File: src/exec_pkg.sv
// Constants and types for the logic, compare, rotate and status-byte execution block.
// Assumes one processor clock; one machine cycle equals CLK_PER_CYCLE clock periods.
package exec_pkg;

  localparam int NUM_REGS      = 7;
  localparam int ADDR_W        = 15;
  localparam int CLK_PER_CYCLE = 3;

  // Execution times in machine cycles
  localparam int CYC_SHORT     = 2;
  localparam int CYC_RELATIVE  = 3;
  localparam int CYC_ABSOLUTE  = 4;
  localparam int CYC_INDIRECT  = 2;

  // Clock counts derived from machine cycles
  localparam int CLK_SHORT     = CYC_SHORT * CLK_PER_CYCLE;
  localparam int CLK_RELATIVE  = CYC_RELATIVE * CLK_PER_CYCLE;
  localparam int CLK_ABSOLUTE  = CYC_ABSOLUTE * CLK_PER_CYCLE;
  localparam int CLK_INDIRECT  = CYC_INDIRECT * CLK_PER_CYCLE;

  // Opcode classes, bits 7..2 of the first byte
  localparam logic [5:0] CLS_XOR_RELATIVE = 6'h0a;
  localparam logic [5:0] CLS_XOR_ABSOLUTE = 6'h0b;
  localparam logic [5:0] CLS_CMP_REG_ZERO = 6'h38;
  localparam logic [5:0] CLS_CMP_IMM      = 6'h39;
  localparam logic [5:0] CLS_CMP_RELATIVE = 6'h3a;
  localparam logic [5:0] CLS_CMP_ABSOLUTE = 6'h3b;
  localparam logic [5:0] CLS_ROTATE_LEFT  = 6'h34;
  localparam logic [5:0] CLS_ROTATE_RIGHT = 6'h14;

  // Whole one-byte status opcodes
  localparam logic [7:0] OPC_LOAD_UPPER   = 8'h92;
  localparam logic [7:0] OPC_LOAD_LOWER   = 8'h93;
  localparam logic [7:0] OPC_STORE_UPPER  = 8'h12;
  localparam logic [7:0] OPC_STORE_LOWER  = 8'h13;

  // Second-byte address field positions
  localparam int ADR_INDIRECT_BIT = 7;
  localparam int ADR_INDEX_HI     = 6;
  localparam int ADR_INDEX_LO     = 5;

  // Lower status byte field positions
  localparam int PSL_CC_HI = 7;
  localparam int PSL_CC_LO = 6;
  localparam int PSL_IDC   = 5;
  localparam int PSL_RS    = 4;
  localparam int PSL_WC    = 3;
  localparam int PSL_OVF   = 2;
  localparam int PSL_COM   = 1;
  localparam int PSL_C     = 0;

  localparam logic [7:0] PSU_UNUSED_MASK = 8'h18;
  localparam logic [7:0] PSU_RESET       = 8'h00;
  localparam logic [7:0] PSL_RESET       = 8'h00;
  localparam logic [7:0] REG_RESET       = 8'h00;

  localparam logic [1:0] CC_POS  = 2'h1;
  localparam logic [1:0] CC_ZERO = 2'h0;
  localparam logic [1:0] CC_NEG  = 2'h2;

  typedef enum logic [3:0] {
    OP_NONE, OP_XOR, OP_CMP, OP_ROL, OP_ROR, OP_LOAD_UPPER, OP_LOAD_LOWER, OP_STORE_UPPER, OP_STORE_LOWER
  } op_kind_t;

  typedef logic [NUM_REGS-1:0][7:0] reg_array_t;

endpackage

File: src/exec_if.sv
// Carries operands, results and register writes between the sequencer, ALU and register bank.
// Assumes all three modules share one clock.
`timescale 1ns/1ps
interface exec_if;
  exec_pkg::op_kind_t   kind;
  logic [7:0]           a;
  logic [7:0]           b;
  logic [7:0]           psl_in;
  logic [7:0]           res;
  logic [7:0]           psl_out;
  logic                 wr_en;
  logic [2:0]           wr_idx;
  logic [7:0]           wr_data;
  exec_pkg::reg_array_t regs;

  modport ctl  (output kind, a, b, psl_in, wr_en, wr_idx, wr_data, input res, psl_out, regs);
  modport alu  (input kind, a, b, psl_in, output res, psl_out);
  modport bank (input wr_en, wr_idx, wr_data, output regs);
endinterface

File: src/exec_alu.sv
// Combinational ALU: exclusive OR, compare, rotates and status transfers.
// Assumes the sequencer holds operands stable while it uses the result.
`timescale 1ns/1ps
module exec_alu (
  exec_if.alu x
);

  function automatic logic [1:0] sign_cc(input logic [7:0] v);
    if (v[7])
      return exec_pkg::CC_NEG;
    else if (v == 8'h00)
      return exec_pkg::CC_ZERO;
    else
      return exec_pkg::CC_POS;
  endfunction

  logic gt;
  logic [1:0] cmp_cc;

  always_comb
  begin
    gt = x.psl_in[exec_pkg::PSL_COM] ? (x.a > x.b) : ($signed(x.a) > $signed(x.b)); // RULE5
    if (gt)
      cmp_cc = exec_pkg::CC_POS; // RULE6 RULE9
    else if (x.a == x.b)
      cmp_cc = exec_pkg::CC_ZERO;
    else
      cmp_cc = exec_pkg::CC_NEG;
  end

  always_comb
  begin
    x.res = x.a;
    x.psl_out = x.psl_in;
    case (x.kind)
      exec_pkg::OP_XOR:
      begin
        x.res = x.a ^ x.b; // RULE1 RULE2
        x.psl_out[exec_pkg::PSL_CC_HI:exec_pkg::PSL_CC_LO] = sign_cc(x.a ^ x.b); // RULE19
      end
      exec_pkg::OP_CMP:
        x.psl_out[exec_pkg::PSL_CC_HI:exec_pkg::PSL_CC_LO] = cmp_cc; // RULE7 RULE8
      exec_pkg::OP_ROL:
      begin
        if (x.psl_in[exec_pkg::PSL_WC])
        begin
          x.res = {x.a[6:0], x.psl_in[exec_pkg::PSL_C]}; // RULE10
          x.psl_out[exec_pkg::PSL_C] = x.a[7];
          x.psl_out[exec_pkg::PSL_IDC] = x.a[4]; // RULE11
        end
        else
          x.res = {x.a[6:0], x.a[7]}; // RULE10
        if (x.res[7] != x.a[7])
          x.psl_out[exec_pkg::PSL_OVF] = 1'b1; // RULE14
        x.psl_out[exec_pkg::PSL_CC_HI:exec_pkg::PSL_CC_LO] = sign_cc(x.res);
      end
      exec_pkg::OP_ROR:
      begin
        if (x.psl_in[exec_pkg::PSL_WC])
        begin
          x.res = {x.psl_in[exec_pkg::PSL_C], x.a[7:1]}; // RULE12
          x.psl_out[exec_pkg::PSL_C] = x.a[0];
          x.psl_out[exec_pkg::PSL_IDC] = x.a[6]; // RULE13
        end
        else
          x.res = {x.a[0], x.a[7:1]}; // RULE12
        if (x.res[7] != x.a[7])
          x.psl_out[exec_pkg::PSL_OVF] = 1'b1; // RULE14
        x.psl_out[exec_pkg::PSL_CC_HI:exec_pkg::PSL_CC_LO] = sign_cc(x.res);
      end
      exec_pkg::OP_LOAD_LOWER:
        x.psl_out = x.a; // RULE16
      exec_pkg::OP_STORE_UPPER, exec_pkg::OP_STORE_LOWER:
        x.psl_out[exec_pkg::PSL_CC_HI:exec_pkg::PSL_CC_LO] = sign_cc(x.a); // RULE17 RULE18
      default:
        x.res = x.a;
    endcase
  end

endmodule

File: src/exec_reg_bank.sv
// General register bank: register zero plus two banks of three, held in flip-flops.
// Assumes the sequencer has write priority over the external load port.
`timescale 1ns/1ps
module exec_reg_bank (
  input  wire logic       clock,
  input  wire logic       resetn,
  input  wire logic       ext_wr,
  input  wire logic [2:0] ext_idx,
  input  wire logic [7:0] ext_data,
  exec_if.bank            x
);

  typedef struct packed {
    exec_pkg::reg_array_t regs;
  } bank_state_t;

  bank_state_t s_r;
  bank_state_t s_nxt;

  always_comb
  begin
    s_nxt = s_r;
    if (x.wr_en)
      s_nxt.regs[x.wr_idx] = x.wr_data;
    else if (ext_wr && ext_idx < 3'(exec_pkg::NUM_REGS))
      s_nxt.regs[ext_idx] = ext_data;
  end

  always_ff @(posedge clock or negedge resetn)
  begin
    if (!resetn)
      s_r <= '{regs: {exec_pkg::NUM_REGS{exec_pkg::REG_RESET}}};
    else
      s_r <= s_nxt;
  end

  assign x.regs = s_r.regs;

endmodule

File: src/exec_unit.sv
// Sequencer for exclusive OR, compare, rotate and status-byte load/store instructions.
// Assumes shared address logic supplies the effective address with start, and memory acks reads.
//
// Behaviour
// RULE1: relative XOR writes register XOR memory byte back into that register.
// RULE2: absolute XOR replaces register with XOR result; four machine cycles.
// RULE3: indexed absolute forms name index by opcode low bits; destination becomes register zero.
// RULE4: relative forms accept indirect addressing from the address byte.
// RULE5: compare is unsigned when compare mode is one, signed otherwise.
// RULE6: register-zero compare sets code 01 greater, 00 equal, 10 less only.
// RULE7: immediate compare uses second byte, two cycles, changes only the code.
// RULE8: relative and absolute compares use memory byte, change only the code.
// RULE9: absolute compare sets 01, 00, 10 by magnitude; four cycles.
// RULE10: rotate left wraps bit 7, or goes through carry when with-carry set.
// RULE11: rotate left through carry copies bit 4 into interdigit carry.
// RULE12: rotate right wraps bit 0, or goes through carry when with-carry set.
// RULE13: rotate right through carry copies bit 6 into interdigit carry.
// RULE14: rotate changing bit 7 sets overflow; rotates take two cycles.
// RULE15: load upper status takes register zero, unassigned bits 4 and 3 zero.
// RULE16: load lower status takes register zero, code from its bits 7 and 6.
// RULE17: store upper status copies it to register zero, code from sign/zero.
// RULE18: store lower status copies it to register zero, code from sign/zero.
// RULE19: XOR sets code from result: 01 positive, 00 zero, 10 negative.
// RULE20: effective address comes from shared address logic before the operand read.
`timescale 1ns/1ps
module exec_unit (
  input  wire logic                        clock,
  input  wire logic                        resetn,
  input  wire logic                        start,
  input  wire logic [7:0]                  opcode,
  input  wire logic [7:0]                  byte1,
  input  wire logic [exec_pkg::ADDR_W-1:0] ea,
  output logic                             mem_rd_r,
  output logic [exec_pkg::ADDR_W-1:0]      mem_addr_r,
  input  wire logic                        mem_ack,
  input  wire logic [7:0]                  mem_rdata,
  input  wire logic                        ext_wr,
  input  wire logic [2:0]                  ext_idx,
  input  wire logic [7:0]                  ext_data,
  output logic [7:0]                       index_value_r,
  output logic [7:0]                       psu_r,
  output logic [7:0]                       psl_r,
  output logic                             busy_r,
  output logic                             done_r,
  output logic                             unknown_r,
  output exec_pkg::reg_array_t             regs_r
);

  typedef enum logic [2:0] {
    ST_IDLE = 3'b001,
    ST_READ = 3'b010,
    ST_WAIT = 3'b100
  } state_t;

  typedef struct packed {
    state_t                        state;
    exec_pkg::op_kind_t            kind;
    logic [2:0]                    a_idx;
    logic [2:0]                    b_idx;
    logic                          b_from_reg;
    logic [7:0]                    operand;
    logic [4:0]                    cnt;
    logic [4:0]                    total;
    logic                          mem_rd;
    logic [exec_pkg::ADDR_W-1:0]   mem_addr;
    logic [7:0]                    index_value;
    logic [7:0]                    upper_status_byte;
    logic [7:0]                    lower_status_byte;
    logic                          busy;
    logic                          done;
    logic                          unknown;
  } unit_state_t;

  unit_state_t s_r;
  unit_state_t s_nxt;

  exec_if x ();

  exec_alu u_alu (
    .x (x.alu)
  );

  exec_reg_bank u_bank (
    .clock    (clock),
    .resetn   (resetn),
    .ext_wr   (ext_wr),
    .ext_idx  (ext_idx),
    .ext_data (ext_data),
    .x        (x.bank)
  );

  // Register one maps to one or four by the bank select
  function automatic logic [2:0] phys(input logic [1:0] r, input logic rs);
    if (r == 2'd0)
      return 3'd0;
    else if (rs)
      return 3'({1'b0, r} + 3'd3);
    else
      return {1'b0, r};
  endfunction

  logic [5:0] cls;
  logic [1:0] rsel;
  logic       rs;
  logic       indirect;
  logic       indexed;
  logic       finish;
  logic [4:0] extra;

  always_comb
  begin
    cls = opcode[7:2];
    rsel = opcode[1:0];
    rs = s_r.lower_status_byte[exec_pkg::PSL_RS];
    indirect = byte1[exec_pkg::ADR_INDIRECT_BIT];
    indexed = |byte1[exec_pkg::ADR_INDEX_HI:exec_pkg::ADR_INDEX_LO];
    extra = indirect ? 5'(exec_pkg::CLK_INDIRECT) : 5'd0; // RULE4
    finish = (s_r.state == ST_WAIT) && (s_r.cnt >= s_r.total - 5'd1);
  end

  // Operands to the ALU
  always_comb
  begin
    x.kind = s_r.kind;
    x.psl_in = s_r.lower_status_byte;
    case (s_r.kind)
      exec_pkg::OP_STORE_UPPER:
        x.a = s_r.upper_status_byte & ~exec_pkg::PSU_UNUSED_MASK; // RULE17
      exec_pkg::OP_STORE_LOWER:
        x.a = s_r.lower_status_byte; // RULE18
      default:
        x.a = x.regs[s_r.a_idx];
    endcase
    x.b = s_r.b_from_reg ? x.regs[s_r.b_idx] : s_r.operand;
  end

  // Write-back, only on the final clock of the instruction
  always_comb
  begin
    x.wr_en = 1'b0;
    x.wr_idx = s_r.a_idx;
    x.wr_data = x.res;
    if (finish)
    begin
      case (s_r.kind)
        exec_pkg::OP_XOR, exec_pkg::OP_ROL, exec_pkg::OP_ROR:
          x.wr_en = 1'b1; // RULE1 RULE2
        exec_pkg::OP_STORE_UPPER, exec_pkg::OP_STORE_LOWER:
        begin
          x.wr_en = 1'b1;
          x.wr_idx = 3'd0;
        end
        default:
          x.wr_en = 1'b0;
      endcase
    end
  end

  always_comb
  begin
    s_nxt = s_r;
    s_nxt.done = 1'b0;
    s_nxt.unknown = 1'b0;
    // Tracks the index register through a flip-flop, so it lags a register write by one clock
    s_nxt.index_value = x.regs[phys(rsel, rs)]; // RULE3 RULE20
    case (s_r.state)
      ST_IDLE:
      begin
        if (start)
        begin
          s_nxt.cnt = 5'd0;
          s_nxt.busy = 1'b1;
          s_nxt.a_idx = phys(rsel, rs);
          s_nxt.b_idx = 3'd0;
          s_nxt.b_from_reg = 1'b0;
          s_nxt.operand = byte1;
          s_nxt.mem_addr = ea; // RULE20
          s_nxt.kind = exec_pkg::OP_NONE;
          s_nxt.total = 5'(exec_pkg::CLK_SHORT);
          s_nxt.state = ST_WAIT;
          if (opcode == exec_pkg::OPC_LOAD_UPPER)
            s_nxt.kind = exec_pkg::OP_LOAD_UPPER;
          else if (opcode == exec_pkg::OPC_LOAD_LOWER)
          begin
            s_nxt.kind = exec_pkg::OP_LOAD_LOWER;
            s_nxt.a_idx = 3'd0;
          end
          else if (opcode == exec_pkg::OPC_STORE_UPPER)
            s_nxt.kind = exec_pkg::OP_STORE_UPPER;
          else if (opcode == exec_pkg::OPC_STORE_LOWER)
            s_nxt.kind = exec_pkg::OP_STORE_LOWER;
          else
          begin
            case (cls)
              exec_pkg::CLS_XOR_RELATIVE, exec_pkg::CLS_CMP_RELATIVE:
              begin
                s_nxt.kind = (cls == exec_pkg::CLS_XOR_RELATIVE) ? exec_pkg::OP_XOR : exec_pkg::OP_CMP;
                s_nxt.total = 5'(exec_pkg::CLK_RELATIVE) + extra; // RULE4
                s_nxt.state = ST_READ;
              end
              exec_pkg::CLS_XOR_ABSOLUTE, exec_pkg::CLS_CMP_ABSOLUTE:
              begin
                s_nxt.kind = (cls == exec_pkg::CLS_XOR_ABSOLUTE) ? exec_pkg::OP_XOR : exec_pkg::OP_CMP;
                s_nxt.total = 5'(exec_pkg::CLK_ABSOLUTE) + extra; // RULE2 RULE9
                if (indexed)
                  s_nxt.a_idx = 3'd0; // RULE3
                s_nxt.state = ST_READ;
              end
              exec_pkg::CLS_CMP_REG_ZERO:
              begin
                s_nxt.kind = exec_pkg::OP_CMP;
                s_nxt.a_idx = 3'd0; // RULE6
                s_nxt.b_idx = phys(rsel, rs);
                s_nxt.b_from_reg = 1'b1;
              end
              exec_pkg::CLS_CMP_IMM:
                s_nxt.kind = exec_pkg::OP_CMP; // RULE7
              exec_pkg::CLS_ROTATE_LEFT:
                s_nxt.kind = exec_pkg::OP_ROL; // RULE14
              exec_pkg::CLS_ROTATE_RIGHT:
                s_nxt.kind = exec_pkg::OP_ROR; // RULE14
              default:
              begin
                // Opcodes outside this block finish at once and change nothing
                s_nxt.busy = 1'b0;
                s_nxt.done = 1'b1;
                s_nxt.unknown = 1'b1;
                s_nxt.state = ST_IDLE;
              end
            endcase
          end
          s_nxt.mem_rd = (s_nxt.state == ST_READ);
        end
      end
      ST_READ:
      begin
        s_nxt.cnt = s_r.cnt + 5'd1;
        if (mem_ack)
        begin
          s_nxt.operand = mem_rdata; // RULE8
          s_nxt.mem_rd = 1'b0;
          s_nxt.state = ST_WAIT;
        end
      end
      ST_WAIT:
      begin
        // Memory wait clocks count toward the nominal time; only a read lasting past it stretches the instruction
        s_nxt.cnt = s_r.cnt + 5'd1;
        if (finish)
        begin
          if (s_r.kind == exec_pkg::OP_LOAD_UPPER)
            s_nxt.upper_status_byte = x.regs[0] & ~exec_pkg::PSU_UNUSED_MASK; // RULE15
          else
            s_nxt.lower_status_byte = x.psl_out; // RULE6 RULE8 RULE16
          s_nxt.busy = 1'b0;
          s_nxt.done = 1'b1;
          s_nxt.state = ST_IDLE;
        end
      end
      default:
        s_nxt.state = ST_IDLE;
    endcase
  end

  always_ff @(posedge clock or negedge resetn)
  begin
    if (!resetn)
    begin
      s_r <= '0;
      s_r.state <= ST_IDLE;
      s_r.kind <= exec_pkg::OP_NONE;
      s_r.upper_status_byte <= exec_pkg::PSU_RESET;
      s_r.lower_status_byte <= exec_pkg::PSL_RESET;
    end
    else
      s_r <= s_nxt;
  end

  assign mem_rd_r = s_r.mem_rd;
  assign mem_addr_r = s_r.mem_addr;
  assign index_value_r = s_r.index_value;
  assign psu_r = s_r.upper_status_byte;
  assign psl_r = s_r.lower_status_byte;
  assign busy_r = s_r.busy;
  assign done_r = s_r.done;
  assign unknown_r = s_r.unknown;
  assign regs_r = x.regs;

endmodule

File: config.mk
export PLATFORM = sky130hd
export DESIGN_NAME = exec_unit
export DESIGN_NICKNAME = d
export VERILOG_FILES = /design/src/exec_pkg.sv /design/src/exec_if.sv /design/src/exec_alu.sv /design/src/exec_reg_bank.sv /design/src/exec_unit.sv
export SDC_FILE = /design/constraint.sdc
export NUM_CORES = 1
export LEC_CHECK = 0
export BUFFER_PORTS_ARGS = -buffer_cell sky130_fd_sc_hd__buf_2
export CAP_MARGIN = 20
export CORE_ASPECT_RATIO = 1.2
export CORE_MARGIN = 5
export CORE_UTILIZATION = 30
export CTS_BUF_LIST = sky130_fd_sc_hd__clkbuf_8 sky130_fd_sc_hd__clkbuf_16
export CTS_CLUSTER_SIZE = 20
export DETAILED_ROUTE_END_ITERATION = 8
export GPL_ROUTABILITY_DRIVEN = 0
export REMOVE_ABC_BUFFERS = 1
export SLEW_MARGIN = 10
export SYNTH_ARGS = -nofsm -noshare
export SYNTH_HDL_FRONTEND = slang
export SYNTH_SLANG_ARGS = --single-unit
File: constraint.sdc
create_clock -name clock -period 4.2 [get_ports clock]
set_input_delay 0.84 -clock clock [delete_from_list [all_inputs] [get_ports clock]]
set_output_delay 0.84 -clock clock [all_outputs]
set_load 0.1 [all_outputs]
==> results of run 1 <==
## through the flow
stage	hold WS, ns	cell area [um2]	setup slack, ns
3_5_place_dp	0.4580	10220	0.3057
6_report	0.3394	10810	0.2248
5_1_grt	0.3674	10810	0.1291
2_1_floorplan	0.4538	8643	0.3102
3_3_place_gp	0.4529	10220	0.4158
4_1_cts	0.3496	10810	0.2746
## area by class of cell
| class | instances | share of cell area [%] |
|---|---|---|
| multi-input cells | 791 | 48.83 |
| flip-flops and latches | 129 | 29.87 |
| repair buffers | 190 | 9.873 |
| well taps | 396 | 4.583 |
| clock buffers | 19 | 4.190 |
| inverters | 39 | 1.354 |
| clock inverters | 13 | 1.296 |
## flip-flops by register name (all words and copies together) (netlist names)
| register | cells |
|---|---|
| u_bank.x.regs | 56 |
| s_r | 28 |
| mem_addr_r | 15 |
| index_value_r | 8 |
| psl_r | 8 |
| psu_r | 6 |
| x.kind | 4 |
| busy_r | 1 |
| done_r | 1 |
| mem_rd_r | 1 |
| unknown_r | 1 |
## worst paths after layout
| kind | depth (start not counted) | slack, ns | endpoint |
|---|---|---|---|
| max reg2reg | 12 | 0.22 | u_bank.x.regs[8] |
| min in group clock | 2 | 0.47 | mem_addr_r[12] |
| min | 1 | 0.34 | s_r[58] |
| max | 12 | 0.22 | u_bank.x.regs[8] |
| max in group asynchronous | 2 | 2.99 | index_value_r[3] |
| min reg2reg | 2 | 0.47 | mem_addr_r[12] |
## worst max-delay path, cell delays in order, from the launching register on
cell	delay, ns
sky130_fd_sc_hd__dfrtp_1	0.75
sky130_fd_sc_hd__buf_4	0.26
sky130_fd_sc_hd__mux4_2	0.49
sky130_fd_sc_hd__or2_0	0.26
sky130_fd_sc_hd__a32oi_2	0.25
sky130_fd_sc_hd__and2_1	0.26
sky130_fd_sc_hd__ha_1	0.27
sky130_fd_sc_hd__o21ai_0	0.20
sky130_fd_sc_hd__o31ai_1	0.10
sky130_fd_sc_hd__o211ai_1	0.15
sky130_fd_sc_hd__nand4_1	0.40
sky130_fd_sc_hd__a2bb2o_1	0.38
sky130_fd_sc_hd__mux2_2	0.14
## metal layers
layer	share of wire (%)	routed length [um]	global-route usage, %
met3	10	3624	4.343
met4	4.9	1764	9.272
met5	0	0	0
met1	40	14450	27.00
met2	44	15890	31.43
## power by group
part           internal [mW]  switching [mW]
Combinational          0.438            1.43
Sequential              1.36           0.203
Clock                  0.868           0.666
Total                   2.67            2.30
## cells by family after synthesis
group | count (synthesis) | share of synthesized area, %
AO/OA/AOI/OAI | 299 | 22.82
XOR/XNOR | 6 | 0.5709
adder cells (fa/ha/maj) | 20 | 2.718
buffers and inverters | 142 | 7.734
flip-flops | 129 | 35.08
multiplexers | 84 | 11.46
other | 1 | 0.04074
AND/OR/NAND/NOR | 380 | 19.57
## synth_stat cells (all sizes together), types with 15 or more instances
library cell	instances
ha	20
a31oi	17
dfrtp	128
inv	38
buf	52
mux2	41
o21ai	61
o211ai	19
nor3	30
o22ai	20
clkbuf	51
or2	15
a21oi	67
nand3	42
nand2	163
nor2	60
mux2i	30
==> out/qor.yml, run 1 <==
die:
  die_w_um: 169.9
  placement_rows: 70
  floorplan.initialDensity_pct: 30.29
  die-height_um: 201.9
  ios: 154
  core_area_um2: 30390
  die_area_um2: 34300
grt:
  grt_max_degree: 88
  grt_pass1_wl_um: 54320
  first_global_vias: 8926
  globalRoute.totalOverflow: 0
  initial_antenna_violation_count: 0
  globalRouteTotalUtil_pct: 20.26
clock_network:
  cts_hold_buffers: 0
  total_cts_buffers: 17
  clock_sink_count: 129
  post_cts.resized_instances: 0
  tritoncts_clock_tree: "yes"
  clk_latency_ns: 0.44
  cts.root.buffer_cell: "sky130_fd_sc_hd__clkbuf_16"
  cts_buffer_depth: 2
  htreeDepth: 4
  cts.clk_slew.worst_paths_ns: 0.07
  post_cts_buffers: 0
final_layout:
  syn2layout_area_growth_pct: 17.44
  nets: 1243
  diodes: 0
  mostFrequentLayoutCells: "sky130_fd_sc_hd__nand2_1 (163), sky130_fd_sc_hd__buf_2 (150), sky130_fd_sc_hd__dfrtp_1 (128)"
  nFillCells: 3110
  finish.utilization_pct: 35.57
  stdcell_count: 1577
  layout-drive-gt1-share_pct: 26.25
  combined_flip_flop_and_latch_cell_area_um2: 3229
  final_common_cell: "sky130_fd_sc_hd__nand2_1"
  multiInputGateArea_um2: 5279
timing:
  maxSlewViolCount: 0
  max-slew-margin-rel_pct: 28.33
  timing.final.setup_violations: 0
  clock-skew-final_ns: 0.01468
  fin_crit_ns: 3.975
  rsz0062_at_grt: "no"
  max_freq_mhz: 251.6
  worst-slew-pin-transition_ns: 1.075
  timing.setup.tns_ns: 0
  layout_worst_path_cycle_share_pct: 94.65
  hold_viol_final: 0
logic_synthesis:
  number_of_synthesis_warnings: 0
  synth.lib_cells_used.distinct: 84
  synth_top_flop_cell: "sky130_fd_sc_hd__dfrtp_1"
  synth-edff-count: 0
  yosys.area.top_type_share_pct: 34.80
  synthTopCellsByArea: "sky130_fd_sc_hd__dfrtp_1 (35%), sky130_fd_sc_hd__nand2_1 (6.6%), sky130_fd_sc_hd__mux2_2 (4.9%), sky130_fd_sc_hd__a21oi_1 (3.6%), sky130_fd_sc_hd__mux2i_1 (3.3%)"
  synth_seq_area_share_pct: 35.08
  synth_top_area_cell: "sky130_fd_sc_hd__dfrtp_1"
  async_set_or_reset_register_ratio_after_synthesis_pct: 100.0
  netlist_area_um2: 9205
  synth-seq-cells: 129
  synthesis.area_per_instance_um2: 8.676
  postSynthCellCount: 1061
pwr:
  worst_ir_drop_vdd_mv: 0.2834
  total_power_mw: 4.970
  leakage_nw: 4.876
  power_per_cell_area_nw_per_um2: 459.8
detailed_routing:
  first_pass_iters: 6
  routed_wire_length_per_instance_um: 22.66
  route.detailed.drc: 0
  detailedRoute.firstIterationViolations: 1205
  postRouteWirelength_um: 35730
  via_per_inst: 5.870
  final_antenna_net_count: 0
  vias: 9257
setup_path:
  reg2reg_from: "s_r[65]"
  crit_arrival_ns: 4.36
  critical_path.max_fanout: 13
  launching_element_type_of_the_critical_path: "register"
  critPathKind: "register to register"
  cp-startpoint: "s_r[65]"
  worst_ep_required_time_ns: 4.58
  crit_path_end_kind: "register"
placement:
  placement.io_buffers: 151
  hpwlAfterDp_um: 26800
  place_inst: 1545
worst_hold_path:
  min-delay-path-class: "input pin to asynchronous set/reset pin"
flow_run:
  max_cap_violations: 0
status:
  outcome: "completed"
Note: power is estimated with default switching activity, not from simulation.
==> run 2, diff against run 1 <==
--- a/config.mk
+++ b/config.mk
@@ -16,2 +16,3 @@
 export GPL_ROUTABILITY_DRIVEN = 0
+export MAX_ROUTING_LAYER = met4
 export REMOVE_ABC_BUFFERS = 1
==> constraint.sdc (replaced) <==
create_clock -name clock -period 4.2 [get_ports clock]
set_input_delay 0.21 -clock clock [delete_from_list [all_inputs] [get_ports clock]]
set_output_delay 0.21 -clock clock [all_outputs]
set_load 0.1 [all_outputs]
==> run 2 against run 1 <==
  * Via count about the same
  * Non-clock buffer count rose by 17
  * Combinational power hardly changed
  * Sequential share of layout area decreased by 0.40 points
  * Cell area up 1.3%
  * Largest cell class unchanged
  * Highest routed layer unchanged
==> out/qor.yml, run 2 (synthesis results as in run 1) <==
pwr:
  power.share.switching_pct: 45.63  # -0.69 points
  power.clock.fraction_pct: 30.5  # -0.4 points
  leakage_nw: 4.931  # +1.1%
  power_per_cell_area_nw_per_um2: 451.7  # -1.8%
  p_int_mw: 2.690  # +0.85%
  relative_contribution_of_combinational_cells_to_total_power_pct: 38.1  # +0.4 points
  power.net_switching_mw: 2.258  # -1.9%
  worst_ir_drop_vdd_mv: 0.2732  # -3.6%
  power_frac_seq_pct: 31.4  # about the same
timing:
  layout_worst_path_cycle_share_pct: 92.10  # -2.5 points
  maxSlewViolCount: 0  # unchanged
  worst-slew-pin-transition_ns: 0.9904  # -0.08463 ns
  max_freq_mhz: 258.5  # +2.8%
  clock-skew-final_ns: 0.01435  # -0.0003342 ns
  hold_viol_final: 0  # unchanged
  max-slew-margin-rel_pct: 33.98  # +5.6 points
  rsz0062_at_grt: "no"
  timing.setup.tns_ns: 0  # unchanged
  fin_crit_ns: 3.868  # -0.1071 ns
  post-route-worst-setup-slack_ns: 0.3319  # +0.1071 ns
  timing.final.setup_violations: 0  # unchanged
setup_path:
  crit_path_end_kind: "register"
  number_of_cells_on_the_worst_reg_to_reg_path: 11  # -1
  critical_path.max_fanout: 13  # unchanged
  regToRegEndpoint: "u_bank.x.regs[8]"
  reg2reg_from: "x.kind[3]"
  critPathKind: "register to register"
  worst_ep_required_time_ns: 4.58  # about the same
  launching_element_type_of_the_critical_path: "register"
  crit_arrival_ns: 4.24  # -0.12 ns
  worst-r2r-setup-slack_ns: 0.33  # +0.11 ns
final_layout:
  syn2layout_area_growth_pct: 19.02
  nets: 1260  # +1.4%
  stdcell_count: 1593  # +1.0%
  mostFrequentLayoutCells: "sky130_fd_sc_hd__nand2_1 (163), sky130_fd_sc_hd__buf_2 (150), sky130_fd_sc_hd__dfrtp_1 (128)"
  finish.utilization_pct: 36.05  # +0.48 points
  diodes: 0  # unchanged
  largest_register_ff_count: 56  # unchanged
  final_common_cell: "sky130_fd_sc_hd__nand2_1"
  layout-drive-gt1-share_pct: 25.73  # -0.52 points
clock_network:
  clock_sink_count: 129  # unchanged
  post_cts.resized_instances: 0  # unchanged
  htreeDepth: 4  # unchanged
  cts_hold_buffers: 17  # +17
  cts_buffer_depth: 2  # unchanged
  post_cts_buffers: 0  # unchanged
  total_cts_buffers: 17  # unchanged
  cts.root.buffer_cell: "sky130_fd_sc_hd__clkbuf_16"
  clk_latency_ns: 0.43  # about the same
  cts.clk_slew.worst_paths_ns: 0.07  # about the same
  tritoncts_clock_tree: "yes"
die:
  die-height_um: 201.9  # unchanged
  placement_rows: 70  # unchanged
  die_w_um: 169.9  # unchanged
  core_area_um2: 30390  # unchanged
  ios: 154  # unchanged
  die_area_um2: 34300  # unchanged
  floorplan.initialDensity_pct: 30.29  # unchanged
grt:
  globalRouteTotalUtil_pct: 20.85  # +0.58 points
  grt_use_met3_pct: 3.619  # -0.72 points
  grt_pass1_wl_um: 54600  # +0.52%
  globalRoute.totalOverflow: 0  # unchanged
  global_route.peak_usage_layer: "met2"
  grt_max_degree: 62  # -30%
  first_global_vias: 8909  # -0.19%
  initial_antenna_violation_count: 0  # unchanged
  grtUsageMet1_pct: 27.44  # +0.44 points
  groute.layer.met2.usage_pct: 32.14  # +0.71 points
placement:
  place_inst: 1545  # unchanged
  placement.setup.worst_slack_ns: 0.4452  # +0.1396 ns
  placement.io_buffers: 151  # unchanged
  hpwlAfterDp_um: 26760  # -0.17%
worst_hold_path:
  min_delay_path_depth: 3
  min-delay-path-class: "input pin to register"
  min_delay_worst_endpoint: "s_r[53]"
  worst_hold_startpoint: "mem_rdata[0]"
flow_run:
  max_cap_violations: 0  # unchanged
status:
  outcome: "completed"
detailed_routing:
  first_pass_iters: 6  # unchanged
  via_per_inst: 5.807  # -1.1%
  postRouteWirelength_um: 35740  # about the same
  detailedRoute.firstIterationViolations: 1213  # +0.66%
  vias: 9251  # -0.065%
  final_antenna_net_count: 0  # unchanged
  route.detailed.drc: 0  # unchanged
  routed_wire_length_per_instance_um: 22.44  # -0.97%
[run 2: cell types whose count changed in the layout (fill, tap and decap cells not counted), moves of 2 or more]
| cell | before | now |
|---|---|---|
| sky130_fd_sc_hd__clkbuf_8 | 2 | 0 |
| sky130_fd_sc_hd__clkinv_4 | 5 | 1 |
| sky130_fd_sc_hd__clkinvlp_4 | 0 | 3 |
| sky130_fd_sc_hd__dlygate4sd3_1 | 0 | 17 |
[run 2: layer usage]
metal	part of all wire (%)	wire length [um]	up-vias
met5	0	0	-
met4	4.2	1500	0
met3	9.1	3246	102
met2	46	16360	583
met1	41	14630	4456
li1	-	-	4110
[run 2: power groups by stage]
stage	Sequential (mW)	Clock (mW)	Combinational, mW
after floorplan	2.25	0	0.614
after global placement	1.57	0	1.84
after detailed placement	1.57	0	1.85
after CTS	1.55	1.54	1.87
after global routing	1.57	1.59	1.98
final	1.56	1.51	1.88
[run 2: critical path, stage by stage (launching register included)]
cell	delay, ns
sky130_fd_sc_hd__dfrtp_1	0.57
sky130_fd_sc_hd__and4b_1	0.37
sky130_fd_sc_hd__nor2_2	0.62
sky130_fd_sc_hd__a32oi_2	0.27
sky130_fd_sc_hd__and2_1	0.27
sky130_fd_sc_hd__ha_1	0.32
sky130_fd_sc_hd__o21ai_0	0.21
sky130_fd_sc_hd__o31ai_1	0.13
sky130_fd_sc_hd__o211ai_1	0.16
sky130_fd_sc_hd__nand4_1	0.38
sky130_fd_sc_hd__a2bb2o_1	0.37
sky130_fd_sc_hd__mux2_2	0.14
[run 2: final cells by class]
class | count | area (um2)
Tap cell | 396 | 495.5
Multi-Input combinational cell | 791 | 5279
Fill cell | 3133 | 19440
Clock buffer | 17 | 425.4
Clock inverter | 14 | 155.1
Inverter | 39 | 146.4
Sequential cell | 129 | 3229
Timing Repair Buffer | 207 | 1225
[run 2: worst max path at each step]
stage | from | endpoint | slack, ns | cells after the start
after floorplan | s_r[65] | psl_r[7] | 0.31 | 12
after global placement | x.kind[3] | u_bank.x.regs[8] | 0.46 | 11
after detailed placement | x.kind[3] | u_bank.x.regs[8] | 0.45 | 11
after CTS | x.kind[3] | u_bank.x.regs[8] | 0.42 | 11
after global routing | s_r[65] | u_bank.x.regs[8] | 0.22 | 11
final | x.kind[3] | u_bank.x.regs[8] | 0.33 | 11
[run 2: through the flow]
stage | hold WS, ns | area [um2] | power, mW
floorplan | -0.08559 | 8643 | 2.864
global route | 0.009158 | 10960 | 5.134
CTS | 0.002902 | 10960 | 4.951
finish | 0.01636 | 10960 | 4.948
global placement | 0.2431 | 10200 | 3.410
detailed placement | 0.2531 | 10200 | 3.420
